**src/rtl/sup_cfg.svh**
```systemverilog
// Purpose: Offsets, field positions, reset values and timing figures
// Assumes: 25 MHz system clock
// Notes: Included by bare name
`ifndef SUP_CFG_SVH
`define SUP_CFG_SVH
// ==========================================
// Clock and time base
`define CLK_MHZ 25
`define MS_US 1000
`define RST_LOW_US 1000
`define RST_HIGH_MS 320
`define STARTUP_CYCLES 3'd7
`define CAL_FREQ_HZ 200
`define WIN_STEP_MS 12'd16
`define WAKE_STEP_PER 12'd200
// ==========================================
// Device register offsets
`define ADDR_OSC_TRIM 4'h3
`define ADDR_WD_CTRL 4'h4
`define ADDR_IRQ_MASK 4'h5
`define ADDR_IRQ_FLAGS 4'h6
`define ADDR_SYS_STATUS 4'hf
// ==========================================
// Field positions
`define GATE_HI 7
`define GATE_LO 6
`define PULSE_GEN_STATUS_BIT 5
`define TIMER_EN_BIT 7
`define WIN_DIS_BIT 6
`define SWT_LSB 4
`define FLAG_WAKE_TIMER 1
`define FLAG_SERIAL_ERR 11
// ==========================================
// Reset and reinit values
`define RST_REG 12'h000
`define SYS_POR 6'h01
`define SYS_WAKE 6'h02
`define SYS_EXT 6'h04
`define SYS_WIN_FAIL 6'h08
`define GATE_CAL_ON 12'h040
`define GATE_CAL_OFF 12'h080
// ==========================================
// Controller own registers
`define HOST_STATUS 5'h10
`define HOST_CMD 5'h11
`define HOST_IFR_CLR 5'h12
`endif

```
**src/rtl/sup_pkg.sv**
```systemverilog
// Purpose: Types shared by both ends
// Assumes: Nothing
// Notes: Constants live in sup_cfg.svh
package sup_pkg;
  typedef enum logic [2:0] {ST_RST_LOW, ST_RST_HIGH, ST_SLEEP, ST_WINDOW, ST_WAKE} wd_state_e;
  typedef enum logic [1:0] {H_IDLE, H_STEP1, H_STEP2} host_state_e;
  typedef enum logic [2:0] {OP_NONE, OP_CAL_START, OP_CAL_STOP, OP_TIMER_RESTART, OP_WAKE_IRQ_EN} host_op_e;
  typedef logic [11:0] reg_word_t;
endpackage

```
**src/rtl/sup_link_if.sv**
```systemverilog
// Purpose: Serial register link and supervision pins between the ends
// Assumes: Both ends on one clock
// Notes: clr with rd reads then clears the flag register
`timescale 1ns/100ps
interface sup_link_if;
  logic wr;
  logic rd;
  logic clr;
  logic [3:0] addr;
  logic [11:0] wdata;
  logic [11:0] rdata;
  logic reset_out_n;
  logic irq_out_n;
  modport device_mp
  (
    input wr, rd, clr, addr, wdata,
    output rdata, reset_out_n, irq_out_n
  );
  modport host_mp
  (
    output wr, rd, clr, addr, wdata,
    input rdata, reset_out_n, irq_out_n
  );
endinterface

```
**src/rtl/sup_device.sv**
```systemverilog
// Purpose: Supervisor device end: watchdogs, wake timer, calibration, interrupts
// Assumes: Link strobes synchronous to clock_i, one cycle each
// Notes: Any watchdog control write restarts prescaler phase
`timescale 1ns/100ps
`include "sup_cfg.svh"
module sup_device
  import sup_pkg::*;
#(
  parameter int MS_CYC = `MS_US * `CLK_MHZ,
  parameter int HALF_CYC = (`CLK_MHZ * 1000000) / (2 * `CAL_FREQ_HZ),
  parameter int RST_HIGH_MS = `RST_HIGH_MS
)
(
  input wire logic clock_i,
  input wire logic reset_n_i,
  sup_link_if.device_mp lnk,
  input wire logic can_wake_i,
  input wire logic wake_pin_i,
  input wire logic ext_reset_low_i,
  input wire logic [10:0] flag_event_i,
  input wire logic serial_error_i,
  output logic [4:0] trim_o,
  output logic sleep_o
);
  localparam int LOW_MS = (`RST_LOW_US + `MS_US - 1) / `MS_US;

  function automatic logic [11:0] win_close(input logic [3:0] wdt);
    win_close = 12'(({8'h00, wdt} + 12'h001) * `WIN_STEP_MS);
  endfunction

  wd_state_e st_r;
  wd_state_e st_nxt;
  logic restart;
  logic fail;
  logic [2:0] cyc_r;
  logic [$clog2(MS_CYC)-1:0] div_r;
  logic [11:0] ms_r;
  logic [$clog2(HALF_CYC)-1:0] pdiv_r;
  logic presc_r;
  logic [11:0] wper_r;
  logic [1:0] gate_r;
  logic [4:0] trim_r;
  logic pulse_gen_status_r;
  logic cal_rise_r;
  logic [7:0] wdc_r;
  logic [10:0] mask_r;
  logic [11:0] flags_r;
  logic [11:0] flags_nxt;
  logic [5:0] sys_r;
  logic [11:0] rdata_r;
  logic reset_n_r;
  logic irq_n_r;
  logic wake_prev_r;
  logic wdc_wr;
  logic trim_wr;
  logic ms_tick;
  logic rise;
  logic wake_exp;
  logic [11:0] wake_len;
  logic [11:0] close_ms;

  assign wdc_wr = lnk.wr && lnk.addr == `ADDR_WD_CTRL;
  assign trim_wr = lnk.wr && lnk.addr == `ADDR_OSC_TRIM;
  assign ms_tick = div_r == ($clog2(MS_CYC))'(MS_CYC - 1);
  assign rise = pdiv_r == ($clog2(HALF_CYC))'(HALF_CYC - 1) && !presc_r;
  assign wake_len = 12'(({10'h000, wdc_r[`SWT_LSB+:2]} + 12'h001) * `WAKE_STEP_PER);
  assign wake_exp = wdc_r[`TIMER_EN_BIT] && rise && wper_r == wake_len - 12'h001 && !wdc_wr;
  assign close_ms = win_close(wdc_r[3:0]);

  // ==========================================
  // Watchdog sequencing
  always_comb
  begin
    st_nxt = st_r;
    restart = 1'b0;
    fail = 1'b0;
    if (ext_reset_low_i)
    begin
      st_nxt = ST_RST_LOW;
      restart = 1'b1;
    end
    else
    begin
      unique case (st_r)
        ST_RST_LOW, ST_RST_HIGH:
        begin
          if (wdc_wr)
          begin
            st_nxt = lnk.wdata[`TIMER_EN_BIT] ? ST_WAKE : ST_WINDOW;
            restart = 1'b1;
          end
          else if (ms_tick && st_r == ST_RST_LOW && ms_r == 12'(LOW_MS - 1))
          begin
            st_nxt = ST_RST_HIGH;
            restart = 1'b1;
          end
          else if (ms_tick && st_r == ST_RST_HIGH && ms_r == 12'(RST_HIGH_MS - 1))
          begin
            st_nxt = (cyc_r == `STARTUP_CYCLES - 3'd1) ? ST_SLEEP : ST_RST_LOW;
            restart = 1'b1;
          end
        end
        ST_SLEEP:
        begin
          if (can_wake_i || (wake_pin_i != wake_prev_r))
          begin
            st_nxt = ST_RST_LOW;
            restart = 1'b1;
          end
        end
        ST_WINDOW:
        begin
          if (wdc_wr && !wdc_r[`WIN_DIS_BIT] && ms_r < {1'b0, close_ms[11:1]})
            fail = 1'b1;
          else if (wdc_wr)
          begin
            st_nxt = lnk.wdata[`TIMER_EN_BIT] ? ST_WAKE : ST_WINDOW;
            restart = 1'b1;
          end
          else if (!wdc_r[`WIN_DIS_BIT] && ms_tick && ms_r == close_ms - 12'h001)
            fail = 1'b1;
        end
        ST_WAKE:
        begin
          if (wdc_wr)
          begin
            st_nxt = lnk.wdata[`TIMER_EN_BIT] ? ST_WAKE : ST_WINDOW;
            restart = 1'b1;
          end
          else if (wake_exp)
          begin
            st_nxt = ST_WINDOW;
            restart = 1'b1;
          end
        end
      endcase
      if (fail)
      begin
        st_nxt = ST_RST_LOW;
        restart = 1'b1;
      end
    end
  end

  always_ff @(posedge clock_i or negedge reset_n_i)
  begin
    if (!reset_n_i)
    begin
      st_r <= ST_RST_LOW;
      cyc_r <= 3'd0;
      reset_n_r <= 1'b0;
      wake_prev_r <= 1'b0;
    end
    else
    begin
      st_r <= st_nxt;
      wake_prev_r <= wake_pin_i;
      reset_n_r <= !(st_nxt == ST_RST_LOW || st_nxt == ST_SLEEP);
      if (ext_reset_low_i)
        cyc_r <= 3'd0;
      else if (st_nxt == ST_RST_LOW && st_r == ST_RST_HIGH)
        cyc_r <= cyc_r + 3'd1;
      else if (st_nxt == ST_RST_LOW && st_r != ST_RST_LOW)
        cyc_r <= 3'd0;
    end
  end

  always_ff @(posedge clock_i or negedge reset_n_i)
  begin
    if (!reset_n_i)
    begin
      div_r <= '0;
      ms_r <= 12'h000;
    end
    else if (restart)
    begin
      div_r <= '0;
      ms_r <= 12'h000;
    end
    else if (ms_tick)
    begin
      div_r <= '0;
      ms_r <= ms_r + 12'h001;
    end
    else
      div_r <= div_r + 1'b1;
  end

  // ==========================================
  // Wake prescaler, shared with calibration wave
  always_ff @(posedge clock_i or negedge reset_n_i)
  begin
    if (!reset_n_i)
    begin
      pdiv_r <= '0;
      presc_r <= 1'b1;
      wper_r <= 12'h000;
    end
    else if (wdc_wr)
    begin
      pdiv_r <= '0;
      presc_r <= 1'b1;
      wper_r <= 12'h000;
    end
    else
    begin
      if (pdiv_r == ($clog2(HALF_CYC))'(HALF_CYC - 1))
      begin
        pdiv_r <= '0;
        presc_r <= !presc_r;
      end
      else
        pdiv_r <= pdiv_r + 1'b1;
      if (wake_exp)
        wper_r <= 12'h000;
      else if (rise && wdc_r[`TIMER_EN_BIT])
        wper_r <= wper_r + 12'h001;
    end
  end

  // ==========================================
  // Registers
  always_ff @(posedge clock_i or negedge reset_n_i)
  begin
    if (!reset_n_i)
    begin
      gate_r <= 2'b00;
      trim_r <= 5'h00;
      pulse_gen_status_r <= 1'b0;
      cal_rise_r <= 1'b0;
    end
    else
    begin
      if (trim_wr)
      begin
        gate_r <= lnk.wdata[`GATE_HI:`GATE_LO];
        // trim only with gate 00 or 11
        if (lnk.wdata[`GATE_HI] == lnk.wdata[`GATE_LO])
          trim_r <= lnk.wdata[4:0];
        if (lnk.wdata[`GATE_HI:`GATE_LO] == 2'b01 && gate_r != 2'b01)
          pulse_gen_status_r <= 1'b0;
        else if (lnk.wdata[`GATE_HI:`GATE_LO] == 2'b10 && gate_r == 2'b01)
          pulse_gen_status_r <= cal_rise_r || rise;
      end
      // A rise beside any register access except a watchdog control write still counts
      if (trim_wr && lnk.wdata[`GATE_HI:`GATE_LO] == 2'b01 && gate_r != 2'b01)
        cal_rise_r <= 1'b0;
      else if (wdc_wr)
        cal_rise_r <= 1'b0;
      else if (gate_r == 2'b01 && rise)
        cal_rise_r <= 1'b1;
    end
  end

  always_ff @(posedge clock_i or negedge reset_n_i)
  begin
    if (!reset_n_i)
    begin
      wdc_r <= 8'h00;
      mask_r <= 11'h000;
      flags_r <= `RST_REG;
      sys_r <= `SYS_POR;
    end
    else
    begin
      if (wdc_wr)
        wdc_r <= lnk.wdata[7:0];
      if (lnk.wr && lnk.addr == `ADDR_IRQ_MASK)
        mask_r <= lnk.wdata[10:0];
      flags_r <= flags_nxt;
      // startup cause then reinit on acknowledge
      if (ext_reset_low_i)
        sys_r <= `SYS_EXT;
      else if (fail)
        sys_r <= `SYS_WIN_FAIL;
      else if (st_r == ST_SLEEP && st_nxt == ST_RST_LOW)
        sys_r <= `SYS_WAKE;
      else if (wdc_wr && (st_r == ST_RST_LOW || st_r == ST_RST_HIGH))
        sys_r <= `SYS_POR;
    end
  end

  // flags kept until cleared, set wins
  always_comb
  begin
    flags_nxt = flags_r;
    if (lnk.wr && lnk.addr == `ADDR_IRQ_FLAGS)
      flags_nxt = flags_r & lnk.wdata;
    else if (lnk.rd && lnk.clr && lnk.addr == `ADDR_IRQ_FLAGS)
      flags_nxt = `RST_REG;
    flags_nxt = flags_nxt | {serial_error_i, flag_event_i};
    flags_nxt[`FLAG_WAKE_TIMER] = flags_nxt[`FLAG_WAKE_TIMER] | wake_exp;
  end

  always_ff @(posedge clock_i or negedge reset_n_i)
  begin
    if (!reset_n_i)
    begin
      rdata_r <= `RST_REG;
      irq_n_r <= 1'b1;
    end
    else
    begin
      // gate low bit gates in the wave
      irq_n_r <= !(|(flags_r[10:0] & mask_r) || flags_r[`FLAG_SERIAL_ERR])
        && (gate_r[0] ? presc_r : 1'b1);
      if (lnk.rd)
      begin
        unique case (lnk.addr)
          `ADDR_OSC_TRIM: rdata_r <= {4'h0, gate_r, pulse_gen_status_r, trim_r};
          `ADDR_WD_CTRL: rdata_r <= {4'h0, wdc_r};
          `ADDR_IRQ_MASK: rdata_r <= {1'b0, mask_r};
          `ADDR_IRQ_FLAGS: rdata_r <= flags_r;
          `ADDR_SYS_STATUS: rdata_r <= {6'h00, sys_r};
          default: rdata_r <= `RST_REG;
        endcase
      end
    end
  end

  assign lnk.rdata = rdata_r;
  assign lnk.reset_out_n = reset_n_r;
  // gate 10 leaves only flags on the line
  assign lnk.irq_out_n = irq_n_r;
  assign trim_o = trim_r;
  assign sleep_o = st_r == ST_SLEEP;
endmodule

```
**src/flat_wrapper.sv**
```systemverilog
// flat-port wrapper written by rule: the top's interface ports become plain ports
module sup_device_flat import sup_pkg::*;
#(
  parameter int MS_CYC = `MS_US * `CLK_MHZ,
  parameter int HALF_CYC = (`CLK_MHZ * 1000000) / (2 * `CAL_FREQ_HZ),
  parameter int RST_HIGH_MS = `RST_HIGH_MS
)
  (clock_i, reset_n_i, can_wake_i, wake_pin_i, ext_reset_low_i, flag_event_i, serial_error_i, trim_o, sleep_o, lnk_wr, lnk_rd, lnk_clr, lnk_addr, lnk_wdata, lnk_rdata, lnk_reset_out_n, lnk_irq_out_n);
  sup_link_if lnk_i ();
  input wire logic clock_i;
  input wire logic reset_n_i;
  input wire logic can_wake_i;
  input wire logic wake_pin_i;
  input wire logic ext_reset_low_i;
  input wire logic [10:0] flag_event_i;
  input wire logic serial_error_i;
  output logic [4:0] trim_o;
  output logic sleep_o;
  input wire logic [$bits(lnk_i.wr)-1:0] lnk_wr;
  input wire logic [$bits(lnk_i.rd)-1:0] lnk_rd;
  input wire logic [$bits(lnk_i.clr)-1:0] lnk_clr;
  input wire logic [$bits(lnk_i.addr)-1:0] lnk_addr;
  input wire logic [$bits(lnk_i.wdata)-1:0] lnk_wdata;
  output wire logic [$bits(lnk_i.rdata)-1:0] lnk_rdata;
  output wire logic [$bits(lnk_i.reset_out_n)-1:0] lnk_reset_out_n;
  output wire logic [$bits(lnk_i.irq_out_n)-1:0] lnk_irq_out_n;
  assign lnk_i.wr = lnk_wr;
  assign lnk_i.rd = lnk_rd;
  assign lnk_i.clr = lnk_clr;
  assign lnk_i.addr = lnk_addr;
  assign lnk_i.wdata = lnk_wdata;
  assign lnk_rdata = lnk_i.rdata;
  assign lnk_reset_out_n = lnk_i.reset_out_n;
  assign lnk_irq_out_n = lnk_i.irq_out_n;
  sup_device #(.MS_CYC(MS_CYC), .HALF_CYC(HALF_CYC), .RST_HIGH_MS(RST_HIGH_MS)) u_core (.clock_i(clock_i), .reset_n_i(reset_n_i), .lnk(lnk_i), .can_wake_i(can_wake_i), .wake_pin_i(wake_pin_i), .ext_reset_low_i(ext_reset_low_i), .flag_event_i(flag_event_i), .serial_error_i(serial_error_i), .trim_o(trim_o), .sleep_o(sleep_o));
endmodule
```
**config.mk**
```make
export PLATFORM = sky130hd
export DESIGN_NAME = sup_device_flat
export DESIGN_NICKNAME = d
export VERILOG_FILES = /design/src/rtl/sup_pkg.sv /design/src/rtl/sup_link_if.sv /design/src/rtl/sup_device.sv /design/src/flat_wrapper.sv
export VERILOG_INCLUDE_DIRS = /design/src /design/src/rtl
export SDC_FILE = /design/constraint.sdc
export NUM_CORES = 1
export LEC_CHECK = 0
export ABC_AREA = 1
export BUFFER_PORTS_ARGS = -buffer_cell sky130_fd_sc_hd__buf_2
export CORE_ASPECT_RATIO = 1.4
export CORE_UTILIZATION = 55
export CTS_BUF_LIST = sky130_fd_sc_hd__clkbuf_2
export CTS_CLUSTER_DIAMETER = 120
export DETAILED_ROUTE_END_ITERATION = 10
export GPL_ROUTABILITY_DRIVEN = 0
export PLACE_DENSITY_LB_ADDON = 0.05
export SLEW_MARGIN = 15
export SYNTH_ARGS = -nofsm -noshare
export SYNTH_HDL_FRONTEND = slang
export SYNTH_SLANG_ARGS = --single-unit
```
**constraint.sdc**
```tcl
create_clock -name clock_i -period 7.7 [get_ports clock_i]
set_clock_uncertainty 0.1 [all_clocks]
set_input_delay 1.54 -clock clock_i [delete_from_list [all_inputs] [get_ports clock_i]]
set_output_delay 1.54 -clock clock_i [all_outputs]
set_load 0.02 [all_outputs]
```
==> impl_metrics.csv, run 1 <==
group,metric,value,unit
status,status,"finished, final reports clean",
yosys,synth_area_leaders,"dfrtp_1, nand2_1, inv_1",
yosys,yosys.cell_count.top_type,"nand2_1",
global_route,grt_overflow_total,0,
route,drt_wl_total,16400,um
layout,final_layout_size_suffix_gt1_frac,0.150,
timing,finalHoldViolations,0,
timing,finalSetupTns,0,ps
layout,postLayoutCellArea,7620,um^2
yosys,async_reset_ff_frac,1.00,
clock_network,cts.reportedPaths.clkPinSlew,190,ps
yosys,synth_nets,925,
worst_setup_path,crit_type,"register to output pin",
layout,finalNetCount,988,
die,dieArea,13100,um^2
worst_setup_path,regToRegStartpoint,"u_core.wdc_r[4]",
worst_setup_path,rr_worst_depth,14,
pwr,peakVddDrop,138,uV
layout,nFillCells,1107,
worst_setup_path,critPathMaxFanout,5,
placed_design,hpwl,12100,um
yosys,netlist_instances,868,
timing,post-route-period-util,0.489,
clock_network,cts_max_level,4,
yosys,synthFlopType,"dfrtp_1",
yosys,ys_seq_area_frac,0.436,
min_path,hold_path_end,"u_core.lnk.irq_out_n",
route,drt_iter0_markers,283,
layout,area_growth,9.57,%
die,die_h,135,um
die,core,12300,um^2
worst_setup_path,cp-start-kind,"register",
yosys,yosysTopAreaCell,"dfrtp_1",
worst_setup_path,r2r-end,"u_core.ms_r[1]",
global_route,track_usage,0.265,
die,initial_utilization,0.565,
placed_design,port-buffer-count,55,
pwr,p_leak,0.00381,uW
timing,setup_viol,0,
clock_network,clock_path_buffers,2,
clock_network,clock_sinks,121,
clock_network,holdBufCountCts,0,
clock_network,cts_setup_buffers,0,
yosys,synth_common_cells,"nand2_1, inv_1, dfrtp_1",
die,die_w,97.0,um
pwr,power_density,201,nW/um^2
route,wire_per_inst,14.9,um
yosys,ys_types,51,
route,viasPerCell,5.58,
yosys,ys_ff_latch,121,
global_route,grt_pass1_wl,27700,um
run,drv_cap,0,
worst_setup_path,crit_arrival,2130,ps
timing,grt_setup_unrepaired,"no",
clock_network,clock-root-buffer,"clkbuf_2",
timing,setup_ws,3930,ps
global_route,antenna_found_initial,1,
min_path,min_from,"u_core.flags_r[11]",
clock_network,postCtsResizedCells,0,
layout,stdcell_count,1095,
route,dr.pass1.iters,5,
clock_network,cts_buffers,17,
timing,drv_slew,0,
clock_network,clock_latency,680,ps
placed_design,placedCellCount,1062,
die,ios,56,
yosys,synth_edf_count,0,
worst_setup_path,worstPathRequired,6060,ps
yosys,synth_top_area_frac,0.425,
global_route,grt_max_degree,80,
timing,worst_pin_slew,1010,ps
timing,finalCriticalPeriod,3770,ps
timing,max_freq,265,MHz
worst_setup_path,crit_path_end_kind,"output pin",
yosys,yosysWarnings,0,
die,rows,48,
placed_design,place_ws,3860,ps
clock_network,cts_tree,"built",
timing,max_slew_margin,0.326,
yosys,syn_area,6950,um^2
route,num_vias,6105,
route,drc,0,
placed_design,placed_cell_area,7350,um^2
route,ant_nets,0,
yosys,syn_area_per_cell,8.01,um^2
min_path,min_path_cells,1,
worst_setup_path,reg2reg_slack,4520,ps
min_path,hp-class,"register to register",
global_route,grt_pass1_vias,6000,
==> state kept, by name, summed over array words and instances, names as in the netlist, 4 cells and up <==
signal and flops:
u_core.wper_r 12, u_core.div_r 15, u_core.mask_r 11, u_core.sys_r 4, u_core.wdc_r 8, u_core.pdiv_r 16
u_core.trim_o 5, u_core.flags_r 12, u_core.ms_r 12, u_core.lnk.rdata 12
==> routing by layer <==
metal  global-route usage  vias up  wire length (um)  part of all wire
li1                     -     2981                 -                 -
met1                0.327     2901              6990              0.43
met2                0.455      177              8340              0.51
met3               0.0471       46               614             0.038
met4                0.114        0               433             0.026
met5                    0        -                 0                 0
==> final cells by class <==
type                    count  area, um^2  area share
diodes                      1        2.50    0.000328
flip-flops and latches    121        3030       0.398
clock inverters            14         174      0.0228
repair buffers             57         293      0.0384
inverters                 130         493      0.0647
multi-input cells         604        3350       0.439
clock buffers              18        90.1      0.0118
well taps                 150         188      0.0246
==> logic make-up (layout without fill, tap and decap cells) <==
| logic type | after synthesis | in the layout | share of synthesized area |
|---|---|---|---|
| adder cells (fa/ha/maj) | 21 | 21 | 0.0378 |
| multiplexers | 4 | 4 | 0.00648 |
| flip-flops | 121 | 121 | 0.436 |
| AND/OR/NAND/NOR | 417 | 417 | 0.288 |
| AO/OA/AOI/OAI | 140 | 140 | 0.120 |
| other | 0 | 1 | 0 |
| XOR/XNOR | 22 | 22 | 0.0288 |
| buffers and inverters | 143 | 219 | 0.0826 |
==> per-stage QoR <==
stage	hold WS, ps	power (uW)	util
floorplan	280	998	-
global placement	308	1090	0.597
detailed placement	309	1100	0.597
CTS	340	1550	0.619
global route	362	1630	0.619
finish	338	1530	0.619
==> worst max-delay path, cell delays in order, from the launching register on <==
cell and delay (ps):
dfrtp_1 490, nor2_1 310, inv_1 120, nor2_1 300
buf_2 230
==> placed cells by master (no fill, tap or decap), types with 3 or more instances in the layout <==
cell type / n
nand2_1: 189
inv_1: 125
dfrtp_1: 118
nor2_1: 80
buf_2: 54
o21ai_0: 53
a21oi_1: 47
nand3_1: 45
nor3_1: 23
ha_1: 21
nand4_1: 20
clkbuf_2: 18
xor2_1: 15
nor3_2: 14
o21bai_1: 11
nand3b_1: 8
nor3b_1: 7
a221oi_1: 7
nand3_2: 6
xnor2_1: 6
nor4_1: 6
clkinv_4: 6
o22ai_1: 5
nor2_4: 4
mux2_2: 4
nand2_2: 3
nor2_2: 3
o21a_1: 3
clkinv_2: 3
bufinv_16: 3
buf_4: 3
dfstp_2: 3
==> worst max path at each step <==
stage	startpoint	endpoint	cells after the start
after global routing	u_core.st_r[2]	sleep_o	4
after global placement	lnk_addr[1]	u_core.cyc_r[0]	17
final	u_core.st_r[2]	sleep_o	4
after floorplan	lnk_addr[1]	u_core.cyc_r[2]	14
after CTS	u_core.st_r[2]	sleep_o	4
after detailed placement	lnk_wr	u_core.cyc_r[2]	14
==> power by group <==
part	leakage [uW]	internal, uW	switching, uW
Combinational	0.00211	114	208
Clock	0.000158	185	257
Sequential	0.00154	706	65.1
Note: power is estimated with default switching activity, not from simulation.
==> run 2, diff against run 1 <==
- ABC_AREA: 1 -> 0
- clock period: 7.7 -> 3.5 ns (I/O delays scaled with it)
==> run 2 against run 1 <==
  * Clock power is 89% higher
  * First-iteration DRC count is 15% higher
  * Die area is 5.6% lower
  * Clock-buffer cell count is 3 higher
  * Hold slack worse by 260 ps
  * Critical path type is now register to register
  * Cell count is 17% lower
  * Global-route usage is 0.70 points higher
  * Sequential power is 120% higher
  * Synthesized cell count is 21% lower
  * Final area is 4.6% lower
==> impl_metrics.csv, run 2 <==
group,metric,value,unit
yosys,yosysWarnings,0,
die,core,11500,um^2
yosys,async_reset_ff_frac,1.00,
die,initial_utilization,0.572,
layout,largest-register,"u_core.pdiv_r",
layout,final-seq-area,3030,um^2
route,drc,0,
clock_network,cts_buffers,17,
worst_setup_path,worstPathRequired,3990,ps
worst_setup_path,crit_path_end_kind,"register",
layout,nFillCells,986,
yosys,synth_edf_count,0,
die,die_w,94.3,um
global_route,track_usage,0.272,
layout,final_layout_size_suffix_gt1_frac,0.179,
yosys,ys_ff_latch,121,
clock_network,clock_path_buffers,2,
die,rows,46,
layout,area_growth,10.9,%
layout,final_common_cell,"dfrtp_1",
clock_network,clock-root-buffer,"clkbuf_2",
pwr,p_leak,0.00326,uW
run,drv_cap,0,
timing,drv_slew,0,
timing,max_slew_margin,0.443,
clock_network,cts_max_level,4,
timing,setup_ws,194,ps
clock_network,clock_sinks,121,
route,drt_wl_total,15800,um
worst_setup_path,critPathMaxFanout,8,
route,viasPerCell,5.93,
yosys,synth_common_cells,"dfrtp_1, nand2_1, nor2_1",
yosys,ys_seq_area_frac,0.462,
pwr,power_density,424,nW/um^2
timing,post-route-period-util,0.944,
placed_design,port-buffer-count,55,
yosys,synth_top_area_frac,0.450,
timing,grt_setup_unrepaired,"no",
die,ios,56,
yosys,yosys.cell_count.top_type,"dfrtp_1",
status,status,"finished, final reports clean",
route,ant_nets,0,
global_route,grt_overflow_total,0,
worst_setup_path,crit_arrival,3800,ps
route,num_vias,5419,
timing,worst_pin_slew,828,ps
worst_setup_path,cp-start-kind,"register",
yosys,synth_nets,747,
yosys,synthFlopType,"dfrtp_1",
layout,multiInputGateArea,3300,um^2
min_path,hp-class,"input port to register",
yosys,yosysTopAreaCell,"dfrtp_1",
timing,finalCriticalPeriod,3310,ps
timing,finalHoldViolations,0,
pwr,peakVddDrop,277,uV
worst_setup_path,crit_type,"register to register",
route,dr.pass1.iters,5,
yosys,syn_area_per_cell,9.50,um^2
placed_design,hpwl,11600,um
yosys,netlist_instances,690,
timing,max_freq,303,MHz
global_route,antenna_found_initial,1,
yosys,ys_types,71,
timing,hold_slack,82.4,ps
layout,finalNetCount,813,
die,dieArea,12400,um^2
die,die_h,131,um
yosys,syn_area,6560,um^2
yosys,synth_area_leaders,"dfrtp_1, nand2_1, xor2_1",
placed_design,place_ws,198,ps
clock_network,cts.reportedPaths.clkPinSlew,190,ps
clock_network,cts_tree,"built",
global_route,grt_pass1_vias,5423,
timing,finalSetupTns,0,ps
route,wire_per_inst,17.3,um
clock_network,clock_latency,680,ps
timing,setup_viol,0,
layout,top_regs,"u_core.pdiv_r (16), u_core.div_r (15)",
layout,largest_register_ffs,16,
global_route,grt_max_degree,89,
route,drt_iter0_markers,326,
layout,final_util,0.635,
global_route,grt_pass1_wl,26200,um
layout,layout_common_cells,"dfrtp_1, nand2_1, nor2_1",
-- run 2: cell types whose count changed after synthesis, moves of 10 or more --
cell      before  now
a21o_1         0   15
a21oi_1       47   19
a22oi_1        0   18
clkbuf_1       7   22
inv_1        125   29
mux2_2         4   14
nand2_1      189   90
nand3_1       45   31
nor3_2        14    0
o21ai_0       53   21
o21bai_1      11    0
xnor2_1        6   24
xor2_1        15   37
-- run 2: routing by layer --
metal / track usage / share of wire
met5: 0 / 0
met4: 0.114 / 0.034
met3: 0.0538 / 0.044
met2: 0.463 / 0.51
met1: 0.328 / 0.42
-- run 2: where the power goes --
group / internal (uW) / switching [uW]
Sequential: 1530 / 160
Combinational: 252 / 305
Clock: 327 / 507
Total: 2110 / 973
-- run 2: repair_timing --
item	4_1_cts	5_1_grt
setup buffers	0	0
hold endpoints to repair	34	0
endpoints found under the setup margin	0	1
hold buffers	2	0
resized for setup	0	3
-- run 2: kinds of logic (layout without fill, tap and decap cells) --
logic type | Yosys count | in the layout | share of synthesized area
other | 0 | 1 | 0
AO/OA/AOI/OAI | 120 | 120 | 0.125
XOR/XNOR | 62 | 62 | 0.0851
adder cells (fa/ha/maj) | 21 | 21 | 0.0401
AND/OR/NAND/NOR | 294 | 294 | 0.225
multiplexers | 16 | 16 | 0.0271
buffers and inverters | 56 | 135 | 0.0357
flip-flops | 121 | 121 | 0.462
-- run 2: final timing paths --
kind                                   startpoint                   end  slack, ps  cells past startpoint
min in group asynchronous               reset_n_i       u_core.wdc_r[5]        390                      2
worst min-delay path              flag_event_i[5]     u_core.flags_r[5]         80                      2
worst max-delay path              u_core.wdc_r[0]       u_core.cyc_r[2]        190                      9
worst min register to register  u_core.flags_r[0]  u_core.lnk.irq_out_n        380                      1
max in group asynchronous               reset_n_i  u_core.lnk.irq_out_n       2040                      3
worst max register to register    u_core.wdc_r[0]       u_core.cyc_r[2]        190                      9
-- run 2: metrics by stage --
stage                     total power [uW]  area [um^2]  std cells
after floorplan                       2060         6560        690
after global placement                2240         7030        879
after detailed placement              2270         7030        879
after CTS                             3110         7260        913
after global routing                  3250         7270        914
final                                 3080         7270        914
-- run 2: worst max-delay path, cell delays in order, from the launching register on --
cell       delay, ps
dfrtp_2          470
ha_1             270
nand2_1          120
o21ai_0          170
or4b_1           430
a2111oi_1        580
a311o_2          380
nor2_2            70
or4b_1           500
a21oi_1          150
-- run 2: layout make-up --
cell class | instances | area share
timing repair buffer | 74 | 0.0602
inverter | 29 | 0.0150
antenna | 1 | 0.000344
tap | 144 | 0.0248
multi-input combinational | 513 | 0.453
sequential | 121 | 0.417
clock buffer | 21 | 0.0145
clock inverter | 11 | 0.0146
==> run 3, diff against run 2 <==
- CTS_BUF_LIST: sky130_fd_sc_hd__clkbuf_2 -> unset
==> run 3 against run 2 <==
  * Sequential share of layout area decreased by 1.8 points
  * Cell count decreased by 0.33%
  * First-iteration DRC count fell by 8.0%
  * Sequential power barely moved
  * Global-route usage grew 0.25 points
  * Core utilization rose by 2.9 points
  * Die area unchanged
  * Largest cell class unchanged
  * Sequential cell count unchanged
==> impl_metrics.csv, run 3 (synthesized netlist as in run 2, its figures left out) <==
group,metric,value,unit
status,status,"finished, final reports clean",
clock_network,cts.reportedPaths.clkPinSlew,60,ps
timing,finalHoldViolations,0,
global_route,grt_max_degree,89,
route,drt_wl_total,16100,um
layout,final_layout_size_suffix_gt1_frac,0.176,
clock_network,cts_buffers,17,
worst_setup_path,crit_chain,"ha_1 -> xnor2_1 -> ha_1 -> a21oi_1 -> nand2_1 -> a31o_2 -> nor3_1 -> a311o_2 -> nor2_2 -> or4b_1 -> a21oi_1",
pwr,power_density,514,nW/um^2
pwr,peakVddDrop,344,uV
route,ant_nets,0,
global_route,track_usage,0.274,
pwr,intPower,2840,uW
clock_network,clock-root-buffer,"clkbuf_16",
layout,area_growth,15.9,%
worst_setup_path,regToRegStartpoint,"u_core.wdc_r[0]",
layout,finalNetCount,811,
layout,multiInputGateArea,3300,um^2
layout,largest_register_ffs,16,
worst_setup_path,crit_type,"register to register",
worst_setup_path,critical-path-top-delay-family,"simple AND/OR/NAND/NOR gates",
worst_setup_path,critPathMaxFanout,8,
layout,top_regs,"u_core.pdiv_r (16), u_core.div_r (15)",
clock_network,clock_sinks,121,
timing,setup_viol,0,
layout,largest-register,"u_core.pdiv_r",
global_route,grt_pass1_vias,5421,
timing,finalCriticalPeriod,3310,ps
route,wire_per_inst,17.6,um
worst_setup_path,critPathSlowestCell,"or4b_1",
die,core,11500,um^2
die,die_w,94.3,um
die,ios,56,
layout,diodes,0,
die,initial_utilization,0.572,
layout,nFillCells,937,
die,dieArea,12400,um^2
pwr,power,3900,uW
clock_network,clock_latency,410,ps
run,drv_cap,0,
pwr,switching_power,1060,uW
die,rows,46,
timing,max_freq,302,MHz
clock_network,cts_tree,"built",
route,viasPerCell,5.91,
pwr,p_leak,0.00338,uW
worst_setup_path,critical-path-max-stage-delay,500,ps
route,drt_iter0_markers,300,
global_route,grt_pass1_wl,26400,um
clock_network,clock_path_buffers,2,
worst_setup_path,crit_arrival,3540,ps
clock_network,cts_setup_buffers,0,
worst_setup_path,cp-start-kind,"register",
route,num_vias,5383,
worst_setup_path,crit_start,"u_core.wdc_r[0]",
clock_network,holdBufCountCts,0,
worst_setup_path,worstPathRequired,3730,ps
layout,layout_common_cells,"dfrtp_1, nand2_1, nor2_1",
die,die_h,131,um
timing,max_slew_margin,0.440,
clock_network,cts_max_level,4,
pwr,switching_share,0.272,
pwr,p_clk_frac,0.423,
route,dr.pass1.iters,5,
timing,post-route-period-util,0.947,
clock_network,postCtsResizedCells,0,
worst_setup_path,cp.buffers_inverters,0,
min_path,hp-class,"input port to asynchronous set/reset pin",
route,drc,0,
pwr,seqPwrFrac,0.434,
pwr,p_comb_frac,0.143,
layout,final_common_cell,"dfrtp_1",
placed_design,port-buffer-count,55,
timing,worst_pin_slew,833,ps
timing,finalSetupTns,0,ps
global_route,grt_overflow_total,0,
layout,final-seq-area,3030,um^2
worst_setup_path,crit_path_end_kind,"register",
placed_design,hpwl,11600,um
timing,grt_setup_unrepaired,"no",
timing,drv_slew,0,
global_route,antenna_found_initial,0,
## run 3: cell count changes in the layout (fill, tap and decap cells not counted), moves of 2 or more
cell	previous run	this run
clkbuf_1	0	4
clkbuf_16	0	17
clkbuf_2	21	0
dlygate4sd3_1	2	0
## run 3: worst paths after layout
| path | slack, ps | cells past startpoint | end |
|---|---|---|---|
| max in group asynchronous | 2320 | 2 | u_core.ms_r[10] |
| worst max register to register | 190 | 11 | u_core.cyc_r[2] |
| worst min register to register | 360 | 1 | u_core.lnk.irq_out_n |
| min in group clock_i | 320 | 1 | u_core.wake_prev_r |
| worst min-delay path | 140 | 1 | u_core.wdc_r[5] |
| worst max-delay path | 190 | 11 | u_core.cyc_r[2] |
## run 3: area by class of cell
type                    instances  share of cell area
clock inverters                10              0.0135
multi-input cells             513               0.435
flip-flops and latches        121               0.399
inverters                      29              0.0143
repair buffers                 72              0.0550
clock buffers                  22              0.0598
well taps                     144              0.0237
## run 3: metrics by stage
| stage | instances | worst slack (ps) | cell area [um^2] | hold WS [ps] | utilization |
|---|---|---|---|---|---|
| 2_1_floorplan | 690 | 498 | 6560 | 303 | - |
| 3_3_place_gp | 879 | 283 | 7030 | 346 | 0.614 |
| 3_5_place_dp | 879 | 198 | 7030 | 342 | 0.614 |
| 4_1_cts | 911 | 191 | 7590 | 150 | 0.662 |
| 5_1_grt | 911 | 14.7 | 7600 | 160 | 0.663 |
| 6_report | 911 | 187 | 7600 | 137 | 0.663 |
## run 3: routing by layer
metal | track usage | part of all wire
met5 | 0 | 0
met4 | 0.107 | 0.025
met3 | 0.0527 | 0.038
met2 | 0.476 | 0.52
met1 | 0.327 | 0.42
## run 3: power groups by stage
| stage | sequential (uW) | combinational [uW] | clock, uW |
|---|---|---|---|
| CTS | 1690 | 561 | 1670 |
| finish | 1700 | 558 | 1650 |
| detailed placement | 1710 | 556 | 0 |
| global route | 1710 | 629 | 1730 |
| global placement | 1710 | 537 | 0 |
| floorplan | 1680 | 378 | 0 |
